==> config.mk <==
export PLATFORM = sky130hd
export DESIGN_NAME = ddlc_top
export DESIGN_NICKNAME = d
export VERILOG_FILES = /design/src/logic/ddlc_pkg.sv /design/src/logic/ddlc_top.sv /design/src/logic/ddlc_edge.sv
export SDC_FILE = /design/constraint.sdc
export NUM_CORES = 1
export LEC_CHECK = 0
export BUFFER_PORTS_ARGS = -buffer_cell sky130_fd_sc_hd__buf_2
export CAP_MARGIN = 40
export CORE_ASPECT_RATIO = 1.5
export CORE_MARGIN = 2
export CORE_UTILIZATION = 40
export CTS_BUF_LIST = sky130_fd_sc_hd__clkbuf_2 sky130_fd_sc_hd__clkbuf_4 sky130_fd_sc_hd__clkbuf_8
export DETAILED_ROUTE_END_ITERATION = 8
export SYNTH_ARGS = -nofsm -noshare
export SYNTH_HDL_FRONTEND = slang
export SYNTH_SLANG_ARGS = --single-unit
==> constraint.sdc <==
create_clock -name clk -period 2.5 [get_ports clk]
set_input_delay 0.5 -clock clk [delete_from_list [all_inputs] [get_ports clk]]
set_output_delay 0.5 -clock clk [all_outputs]
set_load 0.01 [all_outputs]
==> src/logic/ddlc_pkg.sv <==
package ddlc_pkg;
  localparam int DDLC_WIDTH = 14;
  localparam logic ddlc_mode_dual = 1'h1;
  localparam logic ddlc_sel_ch1 = 1'h1;
  localparam logic [13:0] ddlc_word_reset = 14'h0000;

  typedef logic [DDLC_WIDTH-1:0] ddlc_word_type;

  // pins of one port as the source drives them
  typedef struct packed {
    ddlc_word_type data;
    logic write_strobe;
    logic update_clock;
  } ddlc_port_type;

  // converter drive for one channel
  typedef struct packed {
    ddlc_word_type true_code;
    ddlc_word_type comp_code;
  } ddlc_out_type;

  // edge detector state for one strobe line
  typedef struct packed {
    logic last;
    logic rise;
  } ddlc_edge_type;
endpackage : ddlc_pkg

==> src/logic/ddlc_top.sv <==
// Notes on behaviour
// sample words are straight binary, bit 13 msb, bit 0 lsb
// all ones drives the true output to full scale
// complementary output carries full scale minus code
// capture is edge triggered, never transparent
// dual mode updates every clock rise, interleaved every other rise
// mode high gives two independent channels with own strobe and clock
// each channel holds an input latch feeding a separate dac latch
// dual mode: write rise loads input latch, clock rise loads dac latch
// source raises clock before write, or at least 2 ns after it
// mode low reassigns pins to write, clock, select and phase sync
// interleaved write rise steers word to latch 1 if select high, else 2
// source changes select only while write and clock are low
// phase sync high blocks the interleaved clock
// first clock rise after sync falls updates both, then every second
// source raises interleaved clock before or with interleaved write
`timescale 1ns/1ps
module ddlc_top (
  input wire logic clk,
  input wire logic rstn,
  input wire logic mode_dual,
  input ddlc_pkg::ddlc_port_type port1,
  input ddlc_pkg::ddlc_port_type port2,
  output ddlc_pkg::ddlc_out_type dac1,
  output ddlc_pkg::ddlc_out_type dac2
);
  import ddlc_pkg::*;

  // divider phase of the interleaved update clock
  typedef enum logic {
    ddlc_div_update,
    ddlc_div_skip
  } ddlc_div_type;

  // interleaved roles of the pins, sampled with their detected edges
  typedef struct packed {
    logic write_rise;
    logic clock_rise;
    logic select;
    logic sync;
    ddlc_word_type data;
  } ddlc_iq_type;

  // double buffer of one channel
  typedef struct packed {
    ddlc_word_type in_latch;
    ddlc_out_type dac_latch;
  } ddlc_chan_type;

  // all state of the block
  typedef struct packed {
    logic mode;
    ddlc_port_type port1_q;
    ddlc_port_type port2_q;
    ddlc_chan_type ch1;
    ddlc_chan_type ch2;
    ddlc_div_type phase;
  } ddlc_state_type;

  // converter drive through reset: code zero, complement at full scale
  localparam ddlc_out_type ddlc_out_reset = {ddlc_word_reset, ~ddlc_word_reset};

  ddlc_state_type state;
  ddlc_state_type next_state;
  ddlc_edge_type wr1_edge;
  ddlc_edge_type wr2_edge;
  ddlc_edge_type ck1_edge;
  ddlc_edge_type ck2_edge;
  ddlc_iq_type iq;

  ////////////////////////////////////////////////////////////////////////////
  // functions

  // converter drive: true code and its complement
  function automatic ddlc_out_type drive(input ddlc_word_type code);
    ddlc_out_type o;
    o.true_code = code;
    o.comp_code = ~code;
    return o;
  endfunction : drive

  // one channel in dual-port mode; a clock rise with a write takes the old word
  function automatic ddlc_chan_type dual_step(
    input ddlc_chan_type chan,
    input logic write_rise,
    input logic clock_rise,
    input ddlc_word_type data
  );
    ddlc_chan_type n;
    n = chan;
    if (clock_rise) begin
      n.dac_latch = drive(chan.in_latch);
    end
    if (write_rise) begin
      n.in_latch = data;
    end
    return n;
  endfunction : dual_step

  // interleaved mode: port1 strobe writes, port1 clock updates, port2 selects and syncs
  function automatic ddlc_iq_type iq_roles(
    input ddlc_edge_type write_edge,
    input ddlc_edge_type clock_edge,
    input ddlc_port_type data_port,
    input ddlc_port_type ctrl_port
  );
    ddlc_iq_type r;
    r.write_rise = write_edge.rise;
    r.clock_rise = clock_edge.rise;
    r.select = ctrl_port.write_strobe;
    r.sync = ctrl_port.update_clock;
    r.data = data_port.data;
    return r;
  endfunction : iq_roles

  // divide by two: an update rise is followed by a skipped rise
  function automatic ddlc_div_type div_next(input ddlc_div_type phase);
    ddlc_div_type n;
    case (phase)
      ddlc_div_update: n = ddlc_div_skip;
      ddlc_div_skip: n = ddlc_div_update;
      default: n = ddlc_div_update;
    endcase
    return n;
  endfunction : div_next

  ////////////////////////////////////////////////////////////////////////////
  // strobe edge detectors
  ddlc_edge u_wr1 (
    .clk(clk),
    .rstn(rstn),
    .level(port1.write_strobe),
    .edge_out(wr1_edge)
  );
  ddlc_edge u_wr2 (
    .clk(clk),
    .rstn(rstn),
    .level(port2.write_strobe),
    .edge_out(wr2_edge)
  );
  ddlc_edge u_ck1 (
    .clk(clk),
    .rstn(rstn),
    .level(port1.update_clock),
    .edge_out(ck1_edge)
  );
  ddlc_edge u_ck2 (
    .clk(clk),
    .rstn(rstn),
    .level(port2.update_clock),
    .edge_out(ck2_edge)
  );

  // pin roles in interleaved mode, aligned with the detected edges
  assign iq = iq_roles(wr1_edge, ck1_edge, state.port1_q, state.port2_q);

  ////////////////////////////////////////////////////////////////////////////
  // latch control
  always_comb begin
    next_state = state;
    // mode, data, select and sync delayed to align with the detected edges
    next_state.mode = mode_dual;
    next_state.port1_q = port1;
    next_state.port2_q = port2;
    if (state.mode == ddlc_mode_dual) begin
      next_state.phase = ddlc_div_update;
      next_state.ch1 = dual_step(
        state.ch1,
        wr1_edge.rise,
        ck1_edge.rise,
        state.port1_q.data
      );
      next_state.ch2 = dual_step(
        state.ch2,
        wr2_edge.rise,
        ck2_edge.rise,
        state.port2_q.data
      );
    end else begin
      if (iq.write_rise) begin
        if (iq.select == ddlc_sel_ch1) begin
          next_state.ch1.in_latch = iq.data;
        end else begin
          next_state.ch2.in_latch = iq.data;
        end
      end
      if (iq.sync) begin
        next_state.phase = ddlc_div_update;
      end else if (iq.clock_rise) begin
        next_state.phase = div_next(state.phase);
        case (state.phase)
          ddlc_div_update: begin
            next_state.ch1.dac_latch = drive(state.ch1.in_latch);
            next_state.ch2.dac_latch = drive(state.ch2.in_latch);
          end
          ddlc_div_skip: begin
            next_state.ch1.dac_latch = state.ch1.dac_latch;
            next_state.ch2.dac_latch = state.ch2.dac_latch;
          end
          default: begin
            next_state.phase = ddlc_div_update;
          end
        endcase
      end
    end
  end

  ////////////////////////////////////////////////////////////////////////////
  // state register
  always_ff @(posedge clk) begin
    if (!rstn) begin
      state.mode <= ddlc_mode_dual;
      state.port1_q <= '0;
      state.port2_q <= '0;
      state.ch1.in_latch <= ddlc_word_reset;
      state.ch1.dac_latch <= ddlc_out_reset;
      state.ch2.in_latch <= ddlc_word_reset;
      state.ch2.dac_latch <= ddlc_out_reset;
      state.phase <= ddlc_div_update;
    end else begin
      state <= next_state;
    end
  end

  ////////////////////////////////////////////////////////////////////////////
  // outputs
  assign dac1 = state.ch1.dac_latch;
  assign dac2 = state.ch2.dac_latch;
endmodule : ddlc_top

==> src/logic/ddlc_edge.sv <==
`timescale 1ns/1ps
module ddlc_edge (
  input wire logic clk,
  input wire logic rstn,
  input wire logic level,
  output ddlc_pkg::ddlc_edge_type edge_out
);
  import ddlc_pkg::*;

  ddlc_edge_type state;
  ddlc_edge_type next_state;

  // rising edge detection, master/slave style
  always_comb begin
    next_state = state;
    next_state.last = level;
    next_state.rise = level & ~state.last;
  end

  always_ff @(posedge clk) begin
    if (!rstn) begin
      state <= '0;
    end else begin
      state <= next_state;
    end
  end

  assign edge_out = state;
endmodule : ddlc_edge

==> results.sh <==
export IMPL_status="completed"
export IMPL_yosys_area_top_type_share_pct=54.1
export IMPL_synth_area_um2=4520
export IMPL_synth_xor_area_share_pct=0.194
export IMPL_power_density_nw_per_um2=775
export IMPL_muxShareOfSynthArea_pct=6.59
export IMPL_synth_area_top_cells="dfxtp_1, buf_4, nand2_1"
export IMPL_cts_setup_buffers=0
export IMPL_numCtsBuffers=17
export IMPL_antenna_cells=0
export IMPL_hold_viol_final=0
export IMPL_grt_pass1_vias=2913
export IMPL_firstDrtPassIters=4
export IMPL_cts_tree="yes"
export IMPL_final_nets=508
export IMPL_drt_initial_drc_count=62
export IMPL_grt_overflow=0
export IMPL_grt_pass1_wl_mm=14.1
export IMPL_initial_core_util_pct=41.1
export IMPL_h_tree_depth=4
export IMPL_ir_worst_vdd_mv=0.332
export IMPL_max_freq_mhz=584
export IMPL_p_seq_share_pct=51.3
export IMPL_yosysUniqueCellTypes=30
export IMPL_maxCapViolCount=0
export IMPL_core_um2=11000
export IMPL_syn_inst=438
export IMPL_track_usage_pct=14.9
export IMPL_p_leak_nw=2.28
export IMPL_cp_start_kind="flop"
export IMPL_ioPinCount=91
export IMPL_drv_slew=0
export IMPL_detail_route_wl_per_cell_um=13.6
export IMPL_globalplace_congestion=0.746
export IMPL_drive_above_1_share_pct=32.3
export IMPL_wl_mm=8.60
export IMPL_cp_required_ns=2.81
export IMPL_min_period_over_period_pct=68.5
export IMPL_die_area_um2=12200
export IMPL_cts_hold_buf=0
export IMPL_synth_ff_type="dfxtp_1"
export IMPL_setup_violations=0
export IMPL_crit_path_end_kind="flop"
export IMPL_rsz0062_at_grt="false"
export IMPL_ys_warn_count=0
export IMPL_critPathKind="reg -> reg"
export IMPL_numClockSinks=122
export IMPL_num_vias=2933
export IMPL_synth_seq_cells=122
export IMPL_antenna_found_initial=0
export IMPL_synth_edff_count=0
export IMPL_synth_top_area_cell="dfxtp_1"
export IMPL_hold_ws_ns=0.272
export IMPL_die_w_um=90.8
export IMPL_dp_hpwl_mm=6.07
export IMPL_placed_cells=601
export IMPL_grt_max_degree=47
export IMPL_path_clk_slew_ns=0.06
export IMPL_die_h_um=134
export IMPL_p_switching_uw=847
export IMPL_syn_to_final_growth_pct=12.6
export IMPL_worst_pin_slew_ns=0.464
export IMPL_fin_cells=633
export IMPL_comb_power_share_pct=5.3
export IMPL_async_flop_share_pct=0
export IMPL_antenna_left=0
export IMPL_finalCriticalPeriod_ns=1.71
export IMPL_seqCellArea_um2=2440
export IMPL_relSlewSlack_pct=69.0
export IMPL_power_share_clock_pct=43.5
export IMPL_cp_max_fo=28
export IMPL_skew_ns=0.00760
export IMPL_viasPerCell=4.63
export IMPL_clock_latency_ns=0.43
export IMPL_rows=47
export IMPL_fillerInstances=1084
export IMPL_portBuffers=90
export IMPL_fin_tns_setup_ns=0
export IMPL_syn_avg_cell_area_um2=10.3
export IMPL_synth_fa_ha_area_share_pct=0
export IMPL_switching_share_pct=21.5
export IMPL_seq_area_frac_synth_pct=54.1
export IMPL_p_int_mw=3.09
export IMPL_synth_top_family_by_area="compound AO/OA/AOI/OAI gates"
export IMPL_cts_resized=0
export IMPL_synth_simple_area_share_pct=10.7
export IMPL_cts_root_buffer="clkbuf_8"
export IMPL_max_clock_path_buffers=2
export IMPL_worst_ep_arrival_time_ns=2.03
export IMPL_syn_nets=473
export IMPL_drc=0
export IMPL_synth_compound_area_share_pct=15.0
export IMPL_min_path_type="in -> reg"
export IMPL_multi_input_area_um2=1470
## cell type report
type,count,share of cell area (%)
sequential,122,48.0
multi-input combinational,218,28.9
timing repair buffer,100,10.6
clock buffer,24,6.00
tap,147,3.62
clock inverter,8,1.82
inverter,14,1.03
## critical path, stage by stage (launching register included)
cell	delay, ns
dfxtp_1	0.41
or4b_1	0.46
buf_4	0.21
and2_4	0.24
a31o_2	0.28
## flip-flops by register name (all words and copies together), names as in the netlist
name / count
dac1: 28
u_ck2.edge_out: 1
u_wr1.edge_out: 2
u_wr2.edge_out: 2
state: 44
iq: 15
u_ck1.edge_out: 2
dac2: 28
## path summary, 6_finish.rpt
kind / cells past startpoint / slack (ns) / from / to
hold reg to reg: 1 / 0.38 / u_ck1.edge_out[1] / u_ck1.edge_out[0]
hold / removal: 2 / 0.27 / mode_dual / state[117]
setup reg to reg: 4 / 0.79 / u_ck1.edge_out[0] / dac2[15]
setup / recovery: 4 / 0.79 / u_ck1.edge_out[0] / dac2[15]
## through the flow
step | setup slack [ns] | instance area (µm²) | total power, mW | utilization (%)
2_1_floorplan | 0.856 | 4520 | 2.21 | -
3_3_place_gp | 0.853 | 4690 | 2.27 | 42.6
3_5_place_dp | 0.842 | 4690 | 2.28 | 42.6
4_1_cts | 0.785 | 5080 | 4.00 | 46.2
5_1_grt | 0.733 | 5080 | 4.13 | 46.2
6_report | 0.787 | 5080 | 3.94 | 46.2
## cell families after synthesis
group	after synthesis
DFF	122
buffers and inverters	98
and+or+nand+nor	99
xor gates and xnor gates	1
muxes	28
AOI/OAI and AO/OA	90
## metal layers
metal / vias to the layer above / routed length, µm / track usage, % / share of wire (%)
li1: 1496 / - / - / -
met1: 1357 / 3840 / 17.5 / 45
met2: 70 / 4230 / 24.8 / 49
met3: 10 / 385 / 5.51 / 4.5
met4: 0 / 149 / 5.90 / 1.7
met5: - / 0 / 0 / 0
## cells in the final DEF, fill, tap and decap left out, types with 2 or more instances in the layout
master,instances
a31o_2,8
clkinv_2,5
mux2_2,14
a31oi_1,14
a31o_1,6
buf_2,90
clkbuf_4,4
a21oi_1,14
buf_4,9
a2bb2oi_1,14
dfxtp_1,122
clkbuf_8,20
mux2i_1,14
nor2b_1,4
a22o_1,14
and2_1,32
bufinv_16,2
inv_1,14
nand2_1,57
a21boi_0,14
## power by group through the flow
stage               registers [mW]  logic (mW)  clock network (mW)
floorplan                     2.05       0.156                   0
global placement              2.06       0.209                   0
detailed placement            2.07       0.210                   0
CTS                           2.02       0.211                1.77
global route                  2.03       0.230                1.87
finish                        2.02       0.207                1.71
## cell usage after synthesis (all sizes together) (4+ instances only)
library cell	instances
and2	33
inv	14
a22o	14
mux2	14
a2bb2oi	14
dfxtp	122
nor2b	4
mux2i	14
a21oi	14
clkbuf	21
a21boi	15
buf	63
nand2	57
a31o	14
a31oi	14
Note: power is estimated with default switching activity, not from simulation.
